--- config.mk ---
export PLATFORM = sky130hd
export DESIGN_NAME = doc_output_ctrl
export DESIGN_NICKNAME = d
export VERILOG_FILES = /design/src/include/doc_pkg.sv /design/src/design/doc_output_ctrl.sv /design/src/design/doc_chan_power.sv
export SDC_FILE = /design/constraint.sdc
export NUM_CORES = 1
export LEC_CHECK = 0
export ABC_AREA = 1
export BUFFER_PORTS_ARGS = -buffer_cell sky130_fd_sc_hd__buf_4
export CORE_ASPECT_RATIO = 0.7
export CORE_UTILIZATION = 55
export DETAILED_ROUTE_END_ITERATION = 6
export PLACE_DENSITY = 0.78
export SETUP_SLACK_MARGIN = 0.1
export SLEW_MARGIN = 20
export SYNTH_ARGS = -nofsm -noshare
export SYNTH_HDL_FRONTEND = slang
export SYNTH_SLANG_ARGS = --single-unit
--- constraint.sdc ---
create_clock -name clock -period 1.98 [get_ports clock]
set_input_delay 0.396 -clock clock [delete_from_list [all_inputs] [get_ports clock]]
set_output_delay 0.396 -clock clock [all_outputs]
set_load 0.01 [all_outputs]
--- src/include/doc_pkg.sv ---
// Constants and types shared by the dual output control block
package doc_pkg;

    // ------------------------------------------------------------
    // Widths and timing
    // ------------------------------------------------------------
    localparam int SAMPLE_W = 14;
    localparam int CNT_W = 20;
    localparam int CLK_PERIOD_NS = 10;
    localparam int NAP_RECOVERY_CYCLES = 100;
    localparam int SLEEP_RECOVERY_US = 1000;
    localparam int SLEEP_RECOVERY_CYC =
        (SLEEP_RECOVERY_US * 1000 + CLK_PERIOD_NS - 1) / CLK_PERIOD_NS;
    localparam int RELOCK_CYCLES = 100;
    localparam logic [7:0] RELOCK_LAST = 8'(RELOCK_CYCLES - 1);

    // ------------------------------------------------------------
    // Register map
    // ------------------------------------------------------------
    localparam logic [7:0] CTRL_OFS = 8'h00;
    localparam logic [7:0] STATUS_OFS = 8'h04;
    localparam logic [7:0] NAP_OFS = 8'h08;
    localparam int CTRL_W = 7;
    localparam int CTRL_MODE_LSB = 0;
    localparam int CTRL_PD_A = 2;
    localparam int CTRL_PD_B = 3;
    localparam int CTRL_HIZ_A = 4;
    localparam int CTRL_HIZ_B = 5;
    localparam int CTRL_SWAP = 6;
    localparam logic [CTRL_W-1:0] CTRL_RST = 7'h40;
    localparam logic [CNT_W-1:0] NAP_RST = CNT_W'(NAP_RECOVERY_CYCLES);

    // ------------------------------------------------------------
    // Sample codes
    // ------------------------------------------------------------
    localparam logic [SAMPLE_W-1:0] MID_OB = 14'h2000;
    localparam logic [SAMPLE_W-1:0] MID_TC = 14'h0000;
    localparam logic [SAMPLE_W-1:0] FULL_POS = 14'h3FFF;
    localparam logic [SAMPLE_W-1:0] FULL_NEG = 14'h0000;

    typedef enum logic [1:0] {
        DOC_MODE_GND = 2'b00,
        DOC_MODE_THIRD = 2'b01,
        DOC_MODE_TWO_THIRD = 2'b10,
        DOC_MODE_VDD = 2'b11
    } doc_mode_t;

    typedef enum logic [1:0] {
        DOC_RUN = 2'b00,
        DOC_NAP = 2'b01,
        DOC_SLEEP = 2'b10,
        DOC_RECOVER = 2'b11
    } doc_pwr_t;

endpackage : doc_pkg

--- src/design/doc_output_ctrl.sv ---
// Output coding, routing, tri-state and power control of a dual converter
`timescale 1ns/1ps
module doc_output_ctrl #(
    parameter logic [doc_pkg::CNT_W-1:0] SLEEP_RECOVERY_CYCLES =
        doc_pkg::CNT_W'(doc_pkg::SLEEP_RECOVERY_CYC)
) (
    input wire logic clock,
    input wire logic nrst,
    input wire logic psel,
    input wire logic penable,
    input wire logic pwrite,
    input wire logic [7:0] paddr,
    input wire logic [31:0] pwdata,
    output logic [31:0] prdata,
    output logic pready,
    output logic pslverr,
    input wire logic [doc_pkg::SAMPLE_W-1:0] chan_a_sample_word,
    input wire logic chan_a_over_range,
    input wire logic chan_a_under_range,
    input wire logic [doc_pkg::SAMPLE_W-1:0] chan_b_sample_word,
    input wire logic chan_b_over_range,
    input wire logic chan_b_under_range,
    output logic [doc_pkg::SAMPLE_W-1:0] first_output_bus,
    output logic first_bus_range_flag,
    output logic first_bus_oe_n,
    output logic [doc_pkg::SAMPLE_W-1:0] second_output_bus,
    output logic second_bus_range_flag,
    output logic second_bus_oe_n,
    output logic stabilizer_enable,
    output logic stabilizer_locked
);

    typedef struct packed {
        logic [doc_pkg::CTRL_W-1:0] ctrl;
        logic [doc_pkg::CNT_W-1:0] nap_cnt;
        logic [31:0] prdata;
        logic pslverr;
        logic [doc_pkg::SAMPLE_W-1:0] samp_a;
        logic ovr_a;
        logic und_a;
        logic [doc_pkg::SAMPLE_W-1:0] samp_b;
        logic ovr_b;
        logic und_b;
        logic [doc_pkg::SAMPLE_W-1:0] bus1;
        logic flag1;
        logic oe1_n;
        logic [doc_pkg::SAMPLE_W-1:0] bus2;
        logic flag2;
        logic oe2_n;
        logic [7:0] lock_cnt;
        logic locked;
    } doc_state_t;

    doc_state_t s_r;
    doc_state_t s_nxt;

    // ------------------------------------------------------------
    // Decoding helpers
    // ------------------------------------------------------------
    function automatic logic [1:0] doc_sel(input logic [7:0] a);
        doc_sel = 2'h3;
        if (a[7:2] == doc_pkg::CTRL_OFS[7:2]) begin
            doc_sel = 2'h0;
        end else if (a[7:2] == doc_pkg::STATUS_OFS[7:2]) begin
            doc_sel = 2'h1;
        end else if (a[7:2] == doc_pkg::NAP_OFS[7:2]) begin
            doc_sel = 2'h2;
        end
    endfunction : doc_sel

    function automatic logic [doc_pkg::SAMPLE_W-1:0] doc_code(
        input logic [doc_pkg::SAMPLE_W-1:0] smp,
        input logic ovr,
        input logic und,
        input logic twos
    );
        logic [doc_pkg::SAMPLE_W-1:0] v;
        v = ovr ? doc_pkg::FULL_POS : (und ? doc_pkg::FULL_NEG : smp);
        doc_code = {v[doc_pkg::SAMPLE_W-1] ^ twos,
                    v[doc_pkg::SAMPLE_W-2:0]};
    endfunction : doc_code

    // ------------------------------------------------------------
    // Control fields
    // ------------------------------------------------------------
    doc_pkg::doc_mode_t mode;
    logic twos;
    logic swap;
    logic [1:0] pd;
    logic [1:0] hiz_n;

    assign mode = doc_pkg::doc_mode_t'(
        s_r.ctrl[doc_pkg::CTRL_MODE_LSB +: 2]);
    assign twos = (mode == doc_pkg::DOC_MODE_TWO_THIRD) ||
                  (mode == doc_pkg::DOC_MODE_VDD);
    assign stabilizer_enable = (mode == doc_pkg::DOC_MODE_THIRD) ||
                               (mode == doc_pkg::DOC_MODE_TWO_THIRD);
    assign swap = s_r.ctrl[doc_pkg::CTRL_SWAP];
    assign pd = {s_r.ctrl[doc_pkg::CTRL_PD_B], s_r.ctrl[doc_pkg::CTRL_PD_A]};
    assign hiz_n = {s_r.ctrl[doc_pkg::CTRL_HIZ_B],
                    s_r.ctrl[doc_pkg::CTRL_HIZ_A]};

    // ------------------------------------------------------------
    // Channel power controllers
    // ------------------------------------------------------------
    doc_pkg::doc_pwr_t ch_state [2];
    logic [1:0] ch_drive_n;
    logic [1:0] ch_valid;

    for (genvar i = 0; i < 2; i++) begin : g_chan
        doc_chan_power #(
            .SLEEP_CYCLES(SLEEP_RECOVERY_CYCLES)
        ) u_pwr (
            .clock(clock),
            .nrst(nrst),
            .power_down_request(pd[i]),
            .output_hiz_n(hiz_n[i]),
            .nap_cycles(s_r.nap_cnt),
            .state(ch_state[i]),
            .drive_n(ch_drive_n[i]),
            .data_valid(ch_valid[i])
        );
    end

    // ------------------------------------------------------------
    // Output coding and routing
    // ------------------------------------------------------------
    logic [doc_pkg::SAMPLE_W-1:0] code_a;
    logic [doc_pkg::SAMPLE_W-1:0] code_b;
    logic range_a;
    logic range_b;

    assign code_a = doc_code(s_r.samp_a, s_r.ovr_a, s_r.und_a, twos);
    assign code_b = doc_code(s_r.samp_b, s_r.ovr_b, s_r.und_b, twos);
    assign range_a = s_r.ovr_a || s_r.und_a;
    assign range_b = s_r.ovr_b || s_r.und_b;

    // ------------------------------------------------------------
    // Bus access
    // ------------------------------------------------------------
    logic setup;
    logic access;
    logic [1:0] sel;
    logic [31:0] status;

    assign setup = psel && !penable;
    assign access = psel && penable;
    assign sel = doc_sel(paddr);
    assign status = {23'h000000, s_r.locked, stabilizer_enable, twos,
                     ch_state[1], ch_state[0], ch_valid};

    // ------------------------------------------------------------
    // Next state
    // ------------------------------------------------------------
    always_comb begin
        s_nxt = s_r;
        s_nxt.samp_a = chan_a_sample_word;
        s_nxt.ovr_a = chan_a_over_range;
        s_nxt.und_a = chan_a_under_range && !chan_a_over_range;
        s_nxt.samp_b = chan_b_sample_word;
        s_nxt.ovr_b = chan_b_over_range;
        s_nxt.und_b = chan_b_under_range && !chan_b_over_range;
        if (swap) begin
            s_nxt.bus1 = code_a;
            s_nxt.flag1 = range_a;
            s_nxt.oe1_n = ch_drive_n[0];
            s_nxt.bus2 = code_b;
            s_nxt.flag2 = range_b;
            s_nxt.oe2_n = ch_drive_n[1];
        end else begin
            s_nxt.bus1 = code_b;
            s_nxt.flag1 = range_b;
            s_nxt.oe1_n = ch_drive_n[1];
            s_nxt.bus2 = code_a;
            s_nxt.flag2 = range_a;
            s_nxt.oe2_n = ch_drive_n[0];
        end
        if (!stabilizer_enable) begin
            s_nxt.lock_cnt = '0;
            s_nxt.locked = 1'b0;
        end else if (!s_r.locked) begin
            if (s_r.lock_cnt == doc_pkg::RELOCK_LAST) begin
                s_nxt.locked = 1'b1;
            end else begin
                s_nxt.lock_cnt = s_r.lock_cnt + 8'h01;
            end
        end
        if (setup) begin
            s_nxt.pslverr = (sel == 2'h3) || (pwrite && sel == 2'h1);
            case (sel)
                2'h0: s_nxt.prdata = {25'h0000000, s_r.ctrl};
                2'h1: s_nxt.prdata = status;
                2'h2: s_nxt.prdata = {12'h000, s_r.nap_cnt};
                default: s_nxt.prdata = 32'h00000000;
            endcase
        end
        if (access && pwrite && !s_r.pslverr) begin
            case (sel)
                2'h0: s_nxt.ctrl = pwdata[doc_pkg::CTRL_W-1:0];
                2'h2: s_nxt.nap_cnt = pwdata[doc_pkg::CNT_W-1:0];
                default: s_nxt.ctrl = s_r.ctrl;
            endcase
        end
    end

    always_ff @(posedge clock or negedge nrst) begin
        if (!nrst) begin
            s_r <= '{ctrl: doc_pkg::CTRL_RST,
                     nap_cnt: doc_pkg::NAP_RST,
                     oe1_n: 1'b1,
                     oe2_n: 1'b1,
                     default: '0};
        end else begin
            s_r <= s_nxt;
        end
    end

    // ------------------------------------------------------------
    // Outputs
    // ------------------------------------------------------------
    assign prdata = s_r.prdata;
    assign pready = 1'b1;
    assign pslverr = access ? s_r.pslverr : 1'b0;
    assign first_output_bus = s_r.bus1;
    assign first_bus_range_flag = s_r.flag1;
    assign first_bus_oe_n = s_r.oe1_n;
    assign second_output_bus = s_r.bus2;
    assign second_bus_range_flag = s_r.flag2;
    assign second_bus_oe_n = s_r.oe2_n;
    assign stabilizer_locked = s_r.locked;
endmodule : doc_output_ctrl

--- src/design/doc_chan_power.sv ---
// Power state and recovery tracking of one converter channel
`timescale 1ns/1ps
module doc_chan_power #(
    parameter logic [doc_pkg::CNT_W-1:0] SLEEP_CYCLES =
        doc_pkg::CNT_W'(doc_pkg::SLEEP_RECOVERY_CYC)
) (
    input wire logic clock,
    input wire logic nrst,
    input wire logic power_down_request,
    input wire logic output_hiz_n,
    input wire logic [doc_pkg::CNT_W-1:0] nap_cycles,
    output doc_pkg::doc_pwr_t state,
    output logic drive_n,
    output logic data_valid
);

    typedef struct packed {
        doc_pkg::doc_pwr_t st;
        logic [doc_pkg::CNT_W-1:0] cnt;
    } doc_pwr_state_t;

    doc_pwr_state_t s_r;
    doc_pwr_state_t s_nxt;
    logic [doc_pkg::CNT_W-1:0] nap_len;
    logic [doc_pkg::CNT_W-1:0] sleep_len;

    assign nap_len = (nap_cycles == '0) ? 20'h00001 : nap_cycles;
    assign sleep_len = (SLEEP_CYCLES == '0) ? 20'h00001 : SLEEP_CYCLES;

    // ------------------------------------------------------------
    // Next state
    // ------------------------------------------------------------
    always_comb begin
        s_nxt = s_r;
        case (s_r.st)
            doc_pkg::DOC_RUN: begin
                if (power_down_request) begin
                    s_nxt.st = output_hiz_n ? doc_pkg::DOC_SLEEP
                                            : doc_pkg::DOC_NAP;
                end
            end
            doc_pkg::DOC_NAP, doc_pkg::DOC_SLEEP: begin
                if (power_down_request) begin
                    s_nxt.st = output_hiz_n ? doc_pkg::DOC_SLEEP
                                            : doc_pkg::DOC_NAP;
                end else begin
                    s_nxt.st = doc_pkg::DOC_RECOVER;
                    s_nxt.cnt = (s_r.st == doc_pkg::DOC_NAP) ? nap_len
                                                            : sleep_len;
                end
            end
            doc_pkg::DOC_RECOVER: begin
                if (power_down_request) begin
                    s_nxt.st = output_hiz_n ? doc_pkg::DOC_SLEEP
                                            : doc_pkg::DOC_NAP;
                end else if (s_r.cnt <= 20'h00001) begin
                    s_nxt.st = doc_pkg::DOC_RUN;
                    s_nxt.cnt = '0;
                end else begin
                    s_nxt.cnt = s_r.cnt - 20'h00001;
                end
            end
            default: begin
                s_nxt.st = doc_pkg::DOC_RUN;
            end
        endcase
    end

    always_ff @(posedge clock or negedge nrst) begin
        if (!nrst) begin
            s_r <= '{st: doc_pkg::DOC_RUN, cnt: '0};
        end else begin
            s_r <= s_nxt;
        end
    end

    assign state = s_r.st;
    assign drive_n = output_hiz_n || (s_r.st == doc_pkg::DOC_NAP) ||
                     (s_r.st == doc_pkg::DOC_SLEEP);
    assign data_valid = (s_r.st == doc_pkg::DOC_RUN);
endmodule : doc_chan_power

Word level (Yosys, flattened, before mapping)
Cells that the tools add are included.

Register bits: 177. Bits of input ports: 77.

Add/subtract/negate cells: 3. Reduce and logical (&&, ||, !) cells: 36. Bitwise operators: 2. Muxes and demuxes: 37. Magnitude comparators: 2. Equality and inequality tests: 25.

Operator list (number): two-way mux 20 bit (9); one-hot mux 20 bit (2 select lines) (2); one-hot mux 20 bit (3 select lines) (1); two-way mux 14 bit (4); less-or-equal comparator 20 x 1 -> 1 bit, second input constant (2); subtractor 20 x 1 -> 20 bit, second input constant (2); two-way mux 32 bit (1); two-way mux 2 bit (12); logical NOT 20 bit (1); two-way mux 9 bit (2); == test 2 bit, second input constant (8); inequality test 2 bit, second input constant (8); one-hot mux 2 bit (3 select lines) (2); AND reduction 2 bit (5); logical OR 1 bit (9); adder 8 x 1 -> 8 bit, second input constant (1); == test 2 x 1 -> 1 bit, second input constant (4); == test 8 x 7 -> 1 bit, second input constant (1); two-way mux 8 bit (1); logical AND 1 bit (7); == test 6 x 1 -> 1 bit, second input constant (1); == test 6 x 2 -> 1 bit, second input constant (1); logical NOT 2 bit (3); logical NOT 6 bit (1); other kinds (7) (17).

Depth between registers and ports, before layout
Gate-level depths: netlist of run 1.

Depth in word-level cells: 7. Gate-level depth with buffers: 13. Mapped depth without buffers: 13.

Cells and area by module
A second synthesis of run 1 with hierarchy kept.

Cell total of the unflattened synthesis: 1174. Area, all modules: 9112.5 um2.

Modules (own cells, without submodules): doc_output_ctrl (area each 5375.2 um2, seq. area each 3035.4 um2, instances 1, cells each 586); doc_chan_power (g_chan[1].u_pwr) (area each 1913.1 um2, seq. area each 550.5 um2, instances 1, cells each 303); doc_chan_power (g_chan[0].u_pwr) (area each 1824.2 um2, seq. area each 550.5 um2, instances 1, cells each 285).

Least setup slack after synthesis of run 1
OpenSTA, ideal clock, no wires.

Path type: register -> register. Start point: register g_chan[0].u_pwr.s_r (netlist bit g_chan[0].u_pwr.state[0]). End point: register g_chan[0].u_pwr.s_r[12] in the netlist's numbering. Path buffers: 1. Arrival: 1.445 ns. Slack: 0.413 ns. Cell stages (with the launch flop): 9. Clock period less this slack: 1.567 ns. Path through: dfrtp_1 > inv_1 > ha_1 > inv_1 > a21oi_4 > inv_2 > clkbuf_1 > a21oi_1 > a21oi_1.

Longest elaborated chain between the ends: 4. Elaborated cells on any way between the ends: 11. Those cells by class: eq/ne: 5; mux: 3; reduce/logical: 3.

RTL lines: from (decl) (RTL line doc_chan_power.sv:22) `doc_pwr_state_t s_r;`; from (signal assigned) (RTL line doc_chan_power.sv:71) `s_r <= '{st: doc_pkg::DOC_RUN, cnt: '0};`; from (signal assigned) (RTL line doc_chan_power.sv:73) `s_r <= s_nxt;`; == test 2 x 1 -> 1 bit / == test 2 bit (equally long branches) (RTL line doc_chan_power.sv:35, doc_chan_power.sv:48); two-way mux 20 bit / OR reduction 2 bit (equally long branches) (RTL line doc_chan_power.sv:48, doc_chan_power.sv:35); two-way mux 20 bit (tied with other cells) (RTL line doc_chan_power.sv:43) `if (power_down_request) begin`; one-hot mux 20 bit (2 select lines) / AND reduction 3 bit (equally long branches).

Parallel ways exist; a longest one is shown, timed or not. The select of a mux whose other input is x is not followed. A chain may end at the register's enable or synchronous reset.

Worst setup path after layout of run 1
Start point: register s_r (netlist bit mode[1]). End point: output stabilizer_enable.

Longest elaborated chain between the ends: 2. Elaborated cells on any way between the ends: 3. Those cells by class: eq/ne: 2; reduce/logical: 1.

RTL lines: from (decl) (RTL line doc_output_ctrl.sv:54) `doc_state_t s_r;`; from (signal assigned) (RTL line doc_output_ctrl.sv:208) `s_r <= '{ctrl: doc_pkg::CTRL_RST,`; from (signal assigned) (RTL line doc_output_ctrl.sv:214) `s_r <= s_nxt;`; == test 2 x 1 -> 1 bit / == test 2 bit (equally long branches) (RTL line doc_output_ctrl.sv:96, doc_output_ctrl.sv:97); logical OR 1 bit (*) (RTL line doc_output_ctrl.sv:96) `assign stabilizer_enable = (mode == doc_pkg::DOC_MODE_THIRD) ||`; to (decl) (RTL line doc_output_ctrl.sv:29) `output logic stabilizer_enable,`.

Mark *: on every way between the ends. The rest lies on a longest branch, timed or not.

==> results of run 1 <==
cell type report:
class,count,area [um2],share of cell area [%]
tap,200,250.2,2.449
timing repair buffer,137,1085,10.62
inverter,114,440.4,4.311
sequential,165,4138,40.50
clock inverter,15,214.0,2.094
clock buffer,17,425.4,4.164
multi-input combinational,772,3664,35.86
layout by cell type, fill, tap and decap left out, types with 9 or more instances in the layout:
master and instances:
a21oi_1 102, buf_4 131, clkbuf_16 17, conb_1 13, dfrtp_1 158, ha_1 12, inv_1 106, nand2_1 280
nand3_1 49, nand4_1 9, nor2_1 157, o21ai_0 71
registers in the layout (all words and copies together) (netlist names):
name                   flops
g_chan.u_pwr.state         4
second_bus_range_flag      1
s_r                       62
hiz_n                      2
pd                         2
first_bus_range_flag       1
stabilizer_locked          1
first_bus_oe_n             1
g_chan.u_pwr.s_r          40
prdata                    20
second_output_bus         14
first_output_bus          14
second_bus_oe_n            1
mode                       2
metrics by stage:
step,setup slack [ns],utilization [%],cells
6_report,0.2083,65.71,1420
5_1_grt,0.1103,65.71,1420
4_1_cts,0.1071,65.63,1420
3_5_place_dp,0.2310,61.32,1386
3_3_place_gp,0.2731,61.32,1386
2_1_floorplan,0.4129,-,1143
how the worst max path moves through the flow:
stage	start	to	cells past startpoint
after global placement	g_chan[1].u_pwr.state[1]	g_chan[1].u_pwr.s_r[5]	7
final	mode[1]	stabilizer_enable	3
after detailed placement	g_chan[1].u_pwr.state[1]	g_chan[1].u_pwr.s_r[7]	7
after global routing	g_chan[1].u_pwr.s_r[0]	g_chan[1].u_pwr.s_r[7]	13
after floorplan	g_chan[0].u_pwr.state[0]	g_chan[0].u_pwr.s_r[12]	8
after CTS	mode[1]	stabilizer_enable	3
layer usage:
layer  track usage, %  vias up
li1                 -     3673
met2            40.64      353
met4            8.081        0
met1            39.90     3517
met3            7.609       31
met5                0        -
cell families (layout without fill, tap and decap cells):
| logic type | count (synthesis) | after routing | share of synthesized area (%) |
|---|---|---|---|
| xor+xnor | 15 | 15 | 1.494 |
| flops | 165 | 165 | 47.05 |
| buf+inv | 206 | 283 | 11.97 |
| fa+ha+maj | 16 | 16 | 2.277 |
| other cells | 2 | 13 | 0.08543 |
| compound gates | 203 | 203 | 12.62 |
| simple gates | 525 | 525 | 24.50 |
timing repair:
item                       in CTS  in global routing
resized for setup               2                  6
setup buffers                   1                  0
setup endpoints to repair       1                 15
hold buffers                    1                  0
hold endpoints to repair       29                  0
power by group:
group          leakage [nW]  internal, W  switching (W)
logic                  2.68      0.00181        0.00325
clock network         0.307      0.00177        0.00173
registers              1.97      0.00399       0.000618
total                  4.95      0.00757        0.00560
cells in the mapped netlist, types with 8 or more instances:
| cell | count |
|---|---|
| nor2_1 | 157 |
| ha_1 | 16 |
| o21ai_0 | 71 |
| a21oi_1 | 102 |
| buf_4 | 62 |
| a21oi_2 | 8 |
| nand2_1 | 280 |
| nand3_1 | 49 |
| nand4_1 | 9 |
| clkbuf_1 | 18 |
| xnor2_1 | 8 |
| inv_1 | 106 |
| dfrtp_1 | 159 |
==> summary.md, run 1 <==
| Metric | Value |
|---|---|
| EDFF count, synth | 0 |
| N_diodes | 0 |
| Async SR Flop Fraction | 100.0% |
| Total Routing Usage GR | 27.68% |
| Max clock buf depth | 2 |
| Cells along the critical path | ha_4, inv_4, buf_4 |
| Core area | 0.01555 mm2 |
| Initial antenna violation count | 0 |
| Design Power | 0.01317 W |
| First-pass GRT wire length | 35270 um |
| Fmax | 564.4 MHz |
| Tmin final | 1.772 ns |
| Die Area | approximately 0.017 mm2 |
| Final Setup Violations | 0 |
| Reg-to-reg slack, setup | 0.23 ns |
| Root Buffer | clkbuf_16 |
| Critical path type | register to output pin |
| Mean Syn Cell Area | 7.766 um2 |
| Hold Path Stages | 1 |
| Worst slew margin | 57.98% |
| Critical Path RT | 1.58 ns |
| Sink Count | 165 |
| Hold Path End | s_r[47] |
| Pin count of the biggest net entering global routing | 53 |
| Post-synthesis sequential area ratio | 47.05% |
| Max-slew violations | 0 |
| Worst Path Arrival | 1.38 ns |
| Startpoint Class | register |
| Buf/Inv on CP | 2 |
| Clk_skew | 0.01357 ns |
| Fill count | between 1000 and 1500 |
| Synth top area share | 45.26% |
| Die height | approximately 110 um |
| Power Dens Cells | approximately 1300 mW/mm2 |
| Critical path endpoint category | output pin |
| Vias | about 7600 |
| Metal-1 WL | 10050 um |
| Status | finished, final reports clean |
| Met3 routed WL | 2125 um |
| VDD IR max | 647.6 uV |
| Post-Synthesis Cells | 1132 |
| Final nets | between 1000 and 1500 |
| Wire per inst | 15.43 um |
| Reg2reg start | g_chan[1].u_pwr.s_r[0] |
| H-tree depth | 4 |
| Length in cells of the worst reg-to-reg path | 13 |
| CTS tree | built |
| DR iter-0 viols | 739 |
| Max-cap violations | 0 |
| Critical path's top delay family | flip-flops |
| DRC | 0 |
| Worst r2r dst | g_chan[1].u_pwr.s_r[7] |
| Final hold vios | 0 |
| Tcrit/Tclk final | 89.48% |
| TNS Setup | 0 ns |
| Worst-path fanout max | 8 |
| Leak | 4.953 nW |
| Unrepaired setup endpoints after global routing | no |
| Die extent in x | 153.1 um |
| Io pins | around 150 |
| Row Count | 38 |
| Vias in the first global route | 6994 |
| Hold_sp | chan_b_sample_word[4] |
| Hold_ws | between 0.05 and 0.06 ns |
| Port bufs | about 120 |
| Final WL | 21910 um |
| GPL Wtd Cong | 0.9227 |
| Grt total ovfl | 0 |
| Detailed-route vias per instance | ~5.3 |
| Area of placed instances | ~0.0095 mm2 |
| CP max stage delay | 0.45 ns |
| Worst-Skew Late Latency | 0.44 ns |
| Router iterations before antenna repair | 5 |
| Area of the mapped netlist | 0.008791 mm2 |
| CTS buffer count | 17 |
| Synth unique cells | 39 |
| Top Layer Used | met4 |
| Layout area overhead | 16.21% |
| Post-route cell area | 0.01022 mm2 |
| Number of synthesized register bits | 165 |
| Worst Hold Class | input port to register |
| Ratio of cells with drive above 1 in the final layout | 17.62% |
| Yosys warning count | 0 |
| Met2 WL post-DR | 9425 um |
| Remaining antenna violation count after routing | 0 |
| Max stage delay cell, worst path | dfrtp_2 |
| Initial Utilization | 56.54% |
| Tightest Pin Transition | approximately 0.63 ns |
| Hpwl dp | 15630 um |
| Largest area contributor in the netlist | dfrtp_1 |
| Synth area leaders | dfrtp_1 45%, nand2_1 12%, nor2_1 6.7% |
| Ys flop type | dfrtp_1 |
| Clock-pin slew on the worst setup and hold paths | 0.08 ns |
Note: power is estimated with default switching activity, not from simulation.
==> inputs of run 2 (changes only) <==
--- a/config.mk
+++ b/config.mk
@@ -5,12 +5,10 @@
 export SDC_FILE = /design/constraint.sdc
 export NUM_CORES = 1
 export LEC_CHECK = 0
-export ABC_AREA = 1
 export BUFFER_PORTS_ARGS = -buffer_cell sky130_fd_sc_hd__buf_4
 export CORE_ASPECT_RATIO = 0.7
-export CORE_UTILIZATION = 55
+export CORE_UTILIZATION = 30
 export DETAILED_ROUTE_END_ITERATION = 6
-export PLACE_DENSITY = 0.78
 export SETUP_SLACK_MARGIN = 0.1
 export SLEW_MARGIN = 20
 export SYNTH_ARGS = -nofsm -noshare
==> run 2 against run 1 <==
Effect of this change: the run now ends with negative setup slack left; highest routed layer unchanged; sequential cell count is the same; first-iteration DRC count decreased by 39%; critical path depth up 4; maximum frequency is 23% lower; setup slack worse by 0.52 ns; largest power group unchanged; cell count shrank 5.9%; clock skew shrank 0.0033 ns; sequential power fell by 8.9%.
==> summary.md, run 2 <==
| Metric | Value |
|---|---|
| Status | complete, but fails checks (was finished, final reports clean) |
| Failing checks | negative setup slack |
| Cells along the critical path | or4_4, or4_4, buf_6, o21ai_4, buf_6, o21ai_2, a221o_1 (was ha_4, inv_4, buf_4) |
| Most common cell after layout, fill and taps aside | buf_4 (was nand2_1) |
| EDFF count, synth | 0 (unchanged) |
| Number of synthesized register bits | 165 (unchanged) |
| Fill count | 2552 (was 1305) |
| Crit path to | g_chan[0].u_pwr.s_r[2] (was stabilizer_enable) |
| DRC | 0 (unchanged) |
| Synth area leaders | dfrtp_1 49%, buf_4 5.7%, mux2i_1 4.8% (was dfrtp_1 45%, nand2_1 12%, nor2_1 6.7%) |
| Max clock buf depth | 2 (unchanged) |
| Vias in the first global route | 6403 (was 6994) |
| Vias | 6715 (was 7574) |
| Clock-pin slew on the worst setup and hold paths | 0.07 ns (was 0.08 ns) |
| Worst-Skew Late Latency | 0.43 ns (was 0.44 ns) |
| CP startpoint | g_chan[0].u_pwr.s_r[19] (was mode[1]) |
| Port bufs | 117 (unchanged) |
| Sink Count | 165 (unchanged) |
| Critical path's top delay family | simple AND/OR/NAND/NOR gates (was flip-flops) |
| CTS buffer count | 17 (unchanged) |
| Largest area contributor in the netlist | dfrtp_1 (unchanged) |
| Initial Utilization | 30.57% (was 56.54%) |
| Synth unique cells | 64 (was 39) |
| Mean Syn Cell Area | 10.48 um2 (was 7.766 um2) |
| Worst-path fanout max | 6 (was 8) |
| Layout area overhead | 35.03% (was 16.21%) |
| Worst Hold Class | input port to register (unchanged) |
| Ys flop type | dfrtp_1 (unchanged) |
| Critical path endpoint category | register (was output pin) |
| Final hold vios | 0 (unchanged) |
| Power Dens Cells | 1286 mW/mm2 (was 1289 mW/mm2) |
| Clk_skew | 0.01028 ns (was 0.01357 ns) |
| Router iterations before antenna repair | 5 (unchanged) |
| Tcrit/Tclk final | 115.9% (was 89.48%) |
| Post-route setup slack | -0.3141 ns (was 0.2083 ns) |
| Max stage delay cell, worst path | or4_4 (was dfrtp_2) |
| Most common cell in the netlist | dfrtp_1 (was nand2_1) |
| Worst Path Arrival | 2.61 ns (was 1.38 ns) |
| Grt total ovfl | 0 (unchanged) |
| Tmin final | 2.294 ns (was 1.772 ns) |
| Io pins | 145 (unchanged) |
| Critical Path RT | 2.29 ns (was 1.58 ns) |
| Detailed-route vias per instance | 5.026 (was 5.334) |
| CP max stage delay | 0.54 ns (was 0.45 ns) |
| Max-cap violations | 0 (unchanged) |
| Length in cells of the worst reg-to-reg path | 7 (was 13) |
| Die Area | 0.02789 mm2 (was 0.01650 mm2) |
| Post-synthesis sequential area ratio | 50.66% (was 47.05%) |
| GPL Wtd Cong | 0.9078 (was 0.9227) |
| Unrepaired setup endpoints after global routing | yes (was no) |
| Post-synth top cells | 159 x dfrtp_1, 63 x a21oi_1, 62 x buf_4, 47 x nand2_1 (was 280 x nand2_1, 159 x dfrtp_1, 157 x nor2_1, 106 x inv_1, 102 x a21oi_1) |
| Ratio of cells with drive above 1 in the final layout | 38.99% (was 17.62%) |
| Buf/Inv on CP | 2 (unchanged) |
| Row Count | 50 (was 38) |
| N_diodes | 0 (unchanged) |
| Hpwl dp | 16650 um (was 15630 um) |
| Final nets | 1052 (was 1300) |
| Post-Synthesis Cells | 779 (was 1132) |
| Total Routing Usage GR | 16.99% (was 27.68%) |
| CTS tree | built (unchanged) |
| H-tree depth | 4 (unchanged) |
| Core area | 0.02671 mm2 (was 0.01555 mm2) |
| Die height | 140.0 um (was 107.8 um) |
| Worst slew margin | 58.35% (was 57.98%) |
| Reg-to-reg slack, setup | -0.31 ns (was 0.23 ns) |
| Final Setup Violations | 24 (was 0) |
| Root Buffer | clkbuf_16 (unchanged) |
| Yosys warning count | 0 (unchanged) |
| DR iter-0 viols | 453 (was 739) |
| Reg2reg start | g_chan[0].u_pwr.s_r[19] (was g_chan[1].u_pwr.s_r[0]) |
| Crit. path cell count | 7 (was 3) |
| Synth top area share | 48.73% (was 45.26%) |
| Design Power | 0.01417 W (was 0.01317 W) |
| First-pass GRT wire length | 36160 um (was 35270 um) |
| Pin count of the biggest net entering global routing | 41 (was 53) |
| Max-slew violations | 0 (unchanged) |
| Leak | 4.879 nW (was 4.953 nW) |
| Final WL | 23470 um (was 21910 um) |
| Initial antenna violation count | 0 (unchanged) |
| Dpl ws | -0.3997 ns (was 0.2310 ns) |
| Area of the mapped netlist | 0.008165 mm2 (was 0.008791 mm2) |
| Die extent in x | 199.2 um (was 153.1 um) |
| Startpoint Class | register (unchanged) |
| Async SR Flop Fraction | 100.0% (unchanged) |
| Tightest Pin Transition | 0.6247 ns (was 0.6281 ns) |
| Worst r2r dst | g_chan[0].u_pwr.s_r[2] (was g_chan[1].u_pwr.s_r[7]) |
| Wire per inst | 17.56 um (was 15.43 um) |
| Top reg by flops | s_r (unchanged) |
| Critical path type | register to register (was register to output pin) |
| Remaining antenna violation count after routing | 0 (unchanged) |
| Commonest non-fill, non-tap cells in the layout | 225 x buf_4, 159 x dfrtp_1, 57 x a21oi_1 (was 280 x nand2_1, 158 x dfrtp_1, 157 x nor2_1) |
| VDD IR max | 630.4 uV (was 647.6 uV) |
| Max FFs per register | 62 (unchanged) |
| Fmax | 435.9 MHz (was 564.4 MHz) |
[run 2: cell types whose count changed in the layout (fill, tap and decap cells not counted), sizes merged, moves of 25 or more]
cell	change
mux2i	+39
nand3	-33
nor2	-125
a21oi	-49
mux2	+25
nand2	-240
inv	-95
o21ai	-31
buf	+113
[run 2: stage by stage]
step	std cells	utilization (%)	hold slack [ns]	area [um2]	setup TNS, ns
after floorplan	790	-	0.1004	8293	-2.899
after global placement	1280	37.03	0.3461	9892	-6.810
after detailed placement	1280	37.03	0.3585	9892	-7.808
after CTS	1328	39.91	0.04557	10660	-5.150
after global routing	1336	41.27	0.04454	11030	-7.552
final	1336	41.27	0.06588	11030	-5.446
[run 2: kinds of logic (layout without fill, tap and decap cells)]
family,count (synthesis),in the layout,share of synthesized area (%)
flip-flops,165,165,50.66
adder cells (fa/ha/maj),16,16,2.452
XOR/XNOR,8,8,0.8581
buffers and inverters,124,306,8.688
AO/OA/AOI/OAI,204,204,16.58
AND/OR/NAND/NOR,196,196,12.44
multiplexers,64,64,8.229
other,2,13,0.09197
[run 2: worst min path at each step]
| stage | startpoint | endpoint | slack, ns | depth (start not counted) |
|---|---|---|---|---|
| after global placement | nrst | g_chan[0].u_pwr.s_r[17] | 0.35 | 1 |
| after CTS | chan_a_sample_word[8] | s_r[67] | 0.05 | 1 |
| final | chan_a_sample_word[8] | s_r[67] | 0.07 | 1 |
| after floorplan | nrst | first_bus_range_flag | 0.10 | 0 |
| after detailed placement | nrst | g_chan[0].u_pwr.s_r[17] | 0.36 | 1 |
| after global routing | chan_a_sample_word[5] | s_r[64] | 0.04 | 1 |
[run 2: power breakdown]
part / total, W / internal [W] / switching, W
clock: 0.00305 / 0.00162 / 0.00143
sequential: 0.00419 / 0.00383 / 0.000359
combinational: 0.00694 / 0.00322 / 0.00372
total: 0.0142 / 0.00866 / 0.00552
[run 2: what timing repair did]
item | CTS | global route
pin swaps | 9 | 27
setup endpoints to repair | 37 | 41
gates resized for setup | 33 | 71
hold endpoints to repair | 30 | 0
buffers inserted | 15 | 10
cloned | 0 | 1
hold buffers | 1 | 0
[run 2: routing by layer]
metal  GRT usage (%)  vias up  part of all wire, %
li1                -     3128                    -
met1           25.19     3375                   48
met2           24.43      191                   45
met3           3.901       21                  5.6
met4           4.818        0                  1.2
met5               0        -                    0
[run 2: final cells by class]
cell class / instances / area (um2) / area share [%]
flip-flops and latches: 165 / 4136 / 37.52
clock inverters: 13 / 102.6 / 0.9305
inverters: 24 / 90.09 / 0.8171
repair buffers: 250 / 2022 / 18.34
multi-input cells: 501 / 3786 / 34.34
well taps: 364 / 455.4 / 4.131
clock buffers: 19 / 432.9 / 3.926
[run 2: worst reg2reg max path, stage by stage (launching register included)]
cell and delay [ns]:
dfrtp_1 0.38, or4_4 0.54, or4_4 0.43, buf_6 0.15
o21ai_4 0.20, buf_6 0.16, o21ai_2 0.05, a221o_1 0.28
==> inputs of run 3 (changes only) <==
--- a/config.mk
+++ b/config.mk
@@ -7,8 +7,9 @@
 export LEC_CHECK = 0
 export BUFFER_PORTS_ARGS = -buffer_cell sky130_fd_sc_hd__buf_4
 export CORE_ASPECT_RATIO = 0.7
-export CORE_UTILIZATION = 30
+export CORE_UTILIZATION = 56
 export DETAILED_ROUTE_END_ITERATION = 6
+export PLACE_DENSITY = 0.8
 export SETUP_SLACK_MARGIN = 0.1
 export SLEW_MARGIN = 20
 export SYNTH_ARGS = -nofsm -noshare
==> run 3 against run 2 <==
Effect of this change: the flow still finishes with violations (negative setup slack); global-route usage is 16 points higher; routed wire length is 4.2% higher; combinational power is 6.2% lower; critical path depth is 1 lower; final area is 4.2% lower; sequential share of layout area is 1.7 points higher; non-clock buffer count is 17 lower; maximum frequency is 3.6% lower; power is 2.1% lower; clock power is 3% higher; count of clock-buffer cells in the layout is 1 lower; critical path type unchanged; critical endpoint unchanged.
==> summary.md, run 3 (synthesis gave the netlist of run 2 again) <==
| Metric | Value |
|---|---|
| Critical path type | register to register (unchanged) |
| Failing checks | negative setup slack (unchanged) |
| GPL Wtd Cong | 0.9347 (was 0.9078) |
| Most common cell after layout, fill and taps aside | buf_4 (unchanged) |
| Detailed-route vias per instance | 6.182 (was 5.026) |
| Grt total ovfl | 0 (unchanged) |
| Vias in the first global route | 6900 (was 6403) |
| Switching Share | 39.64% (was 38.91%) |
| Tmin final | 2.380 ns (was 2.294 ns) |
| TNS Setup | -7.096 ns (was -5.446 ns) |
| Clock-pin slew on the worst setup and hold paths | 0.07 ns (about the same) |
| Fill count | 898 (was 2552) |
| Area of placed instances | 0.009512 mm2 (was 0.009892 mm2) |
| Remaining antenna violation count after routing | 0 (unchanged) |
| H-tree depth | 4 (unchanged) |
| Pin count of the biggest net entering global routing | 52 (was 41) |
| Final WL | 24440 um (was 23470 um) |
| Die height | 103.0 um (was 140.0 um) |
| Post-route setup slack | -0.3995 ns (was -0.3141 ns) |
| Core area | 0.01405 mm2 (was 0.02671 mm2) |
| Io pins | 145 (unchanged) |
| Power Dens Cells | 1314 mW/mm2 (was 1286 mW/mm2) |
| Die Area | 0.01508 mm2 (was 0.02789 mm2) |
| Router iterations before antenna repair | 6 (was 5) |
| Worst Path Arrival | 2.70 ns (was 2.61 ns) |
| Max-cap violations | 0 (unchanged) |
| Commonest non-fill, non-tap cells in the layout | 216 x buf_4, 157 x dfrtp_1, 61 x a21oi_1 (was 225 x buf_4, 159 x dfrtp_1, 57 x a21oi_1) |
| DP Cell Count | 1086 (was 1280) |
| Critical Path RT | 2.30 ns (was 2.29 ns) |
| Worst-Skew Late Latency | 0.44 ns (was 0.43 ns) |
| CTS buffer count | 17 (unchanged) |
| Tightest Pin Transition | 0.8192 ns (was 0.6247 ns) |
| First-pass GRT wire length | 36920 um (was 36160 um) |
| Combinational share of power | 46.9% (was 49.0%) |
| Cell internal pwr | 0.008377 W (was 0.008659 W) |
| Length in cells of the worst reg-to-reg path | 6 (was 7) |
| Post-route cell area | 0.01056 mm2 (was 0.01103 mm2) |
| Fmax | 420.3 MHz (was 435.9 MHz) |
| Vias | 7078 (was 6715) |
| Ratio of cells with drive above 1 in the final layout | 35.81% (was 38.99%) |
| Row Count | 36 (was 50) |
| Dpl ws | -0.4373 ns (was -0.3997 ns) |
| DR iter-0 viols | 752 (was 453) |
| VDD IR max | 780.9 uV (was 630.4 uV) |
| Clk_skew | 0.01412 ns (was 0.01028 ns) |
| N_diodes | 0 (unchanged) |
| Max FFs per register | 62 (unchanged) |
| Critical path endpoint category | register (unchanged) |
| DRC | 0 (unchanged) |
| Die extent in x | 146.3 um (was 199.2 um) |
| Tcrit/Tclk final | 120.2% (was 115.9%) |
| Sink Count | 165 (unchanged) |
| Initial antenna violation count | 0 (unchanged) |
| Initial Utilization | 58.10% (was 30.57%) |
| Root Buffer | clkbuf_16 (unchanged) |
| Hold_ws | 0.06049 ns (was 0.06588 ns) |
| Wire per inst | 21.35 um (was 17.56 um) |
| Unrepaired setup endpoints after global routing | yes (unchanged) |
| Worst slew margin | 44.88% (was 58.35%) |
| Clock share of power | 22.5% (was 21.5%) |
| Port bufs | 117 (unchanged) |
| Final hold vios | 0 (unchanged) |
| Worst-path fanout max | 8 (was 6) |
| Hpwl dp | 16260 um (was 16650 um) |
| Final nets | 1035 (was 1052) |
| Layout area overhead | 29.34% (was 35.03%) |
| Worst Hold Class | input port to register (unchanged) |
| Status | complete, but fails checks (unchanged) |
| Top reg by flops | s_r (unchanged) |
| CTS tree | built (unchanged) |
| Leak | 4.775 nW (was 4.879 nW) |
| Max clock buf depth | 2 (unchanged) |
| Hold Path Stages | 1 (unchanged) |
| Seq pwr share | 30.6% (was 29.5%) |
| Total Routing Usage GR | 32.52% (was 16.99%) |
| Startpoint Class | register (unchanged) |
| Final Setup Violations | 25 (was 24) |
| Max-slew violations | 0 (unchanged) |
| Net switching power | 0.005501 W (was 0.005515 W) |
| Final std cells w/o fill | 1145 (was 1336) |
run 3: cell count changes in the layout (fill, tap and decap cells not counted), moves of 3 or more:
cell        change
o21ai_0         +4
buf_6           -8
buf_4           -9
o21ai_2         -8
clkinvlp_4      -5
a21oi_2         -4
nor2_2          -3
o21ai_1         +4
a21oi_1         +4
inv_8           +3
o31ai_1         +3
run 3: final cells by class:
cell class	count	area (um2)	area share (%)
Inverter	24	90.09	0.8530
Clock buffer	18	429.2	4.063
Tap cell	190	237.7	2.251
Sequential cell	165	4139	39.19
Timing Repair Buffer	233	1864	17.65
Multi-Input combinational cell	501	3684	34.88
Clock inverter	14	117.6	1.114
run 3: repair_timing:
| item | in CTS | in global routing |
|---|---|---|
| hold endpoints to repair | 44 | 0 |
| hold buffers | 1 | 0 |
| gates resized for setup | 28 | 36 |
| pin swaps | 13 | 13 |
| setup buffers | 11 | 16 |
| endpoints found under the setup margin | 39 | 42 |
| gates cloned | 0 | 1 |
run 3: worst paths after layout:
check                                         end  slack, ns               startpoint
setup reg to reg           g_chan[0].u_pwr.s_r[2]      -0.40  g_chan[0].u_pwr.s_r[19]
min in group asynchronous     first_output_bus[3]       0.46                     nrst
setup / recovery           g_chan[0].u_pwr.s_r[2]      -0.40  g_chan[0].u_pwr.s_r[19]
max in group asynchronous                s_r[111]       0.80                     nrst
hold / removal                            s_r[47]       0.06    chan_b_sample_word[4]
hold reg to reg                        prdata[15]       0.51               prdata[15]
run 3: per-stage QoR:
step / total power (W) / utilization (%)
after floorplan: 0.007410 / -
after global placement: 0.009328 / 67.68
after detailed placement: 0.009560 / 67.68
after CTS: 0.01307 / 72.95
after global routing: 0.01453 / 75.15
final: 0.01388 / 75.15
run 3: worst max-delay path, stage by stage (launching register included):
cell     delay, ns
dfrtp_1       0.39
or4_4         0.57
or4_4         0.47
buf_6         0.14
o21ai_4       0.25
o21ai_1       0.14
a221o_1       0.30
run 3: metal layers:
metal	vias up	track usage, %	part of all wire, %
met2	364	52.93	48
met5	-	0	0
met1	3559	42.85	41
met3	58	8.496	8.4
met4	0	11.22	2.4
li1	3097	-	-
run 3: power by group through the flow:
stage               logic [W]  clock network (W)  registers [W]
finish                0.00651            0.00313        0.00424
global placement      0.00510                  0        0.00422
global route          0.00695            0.00330        0.00428
detailed placement    0.00531                  0        0.00425
CTS                   0.00572            0.00315        0.00421
floorplan             0.00317                  0        0.00424
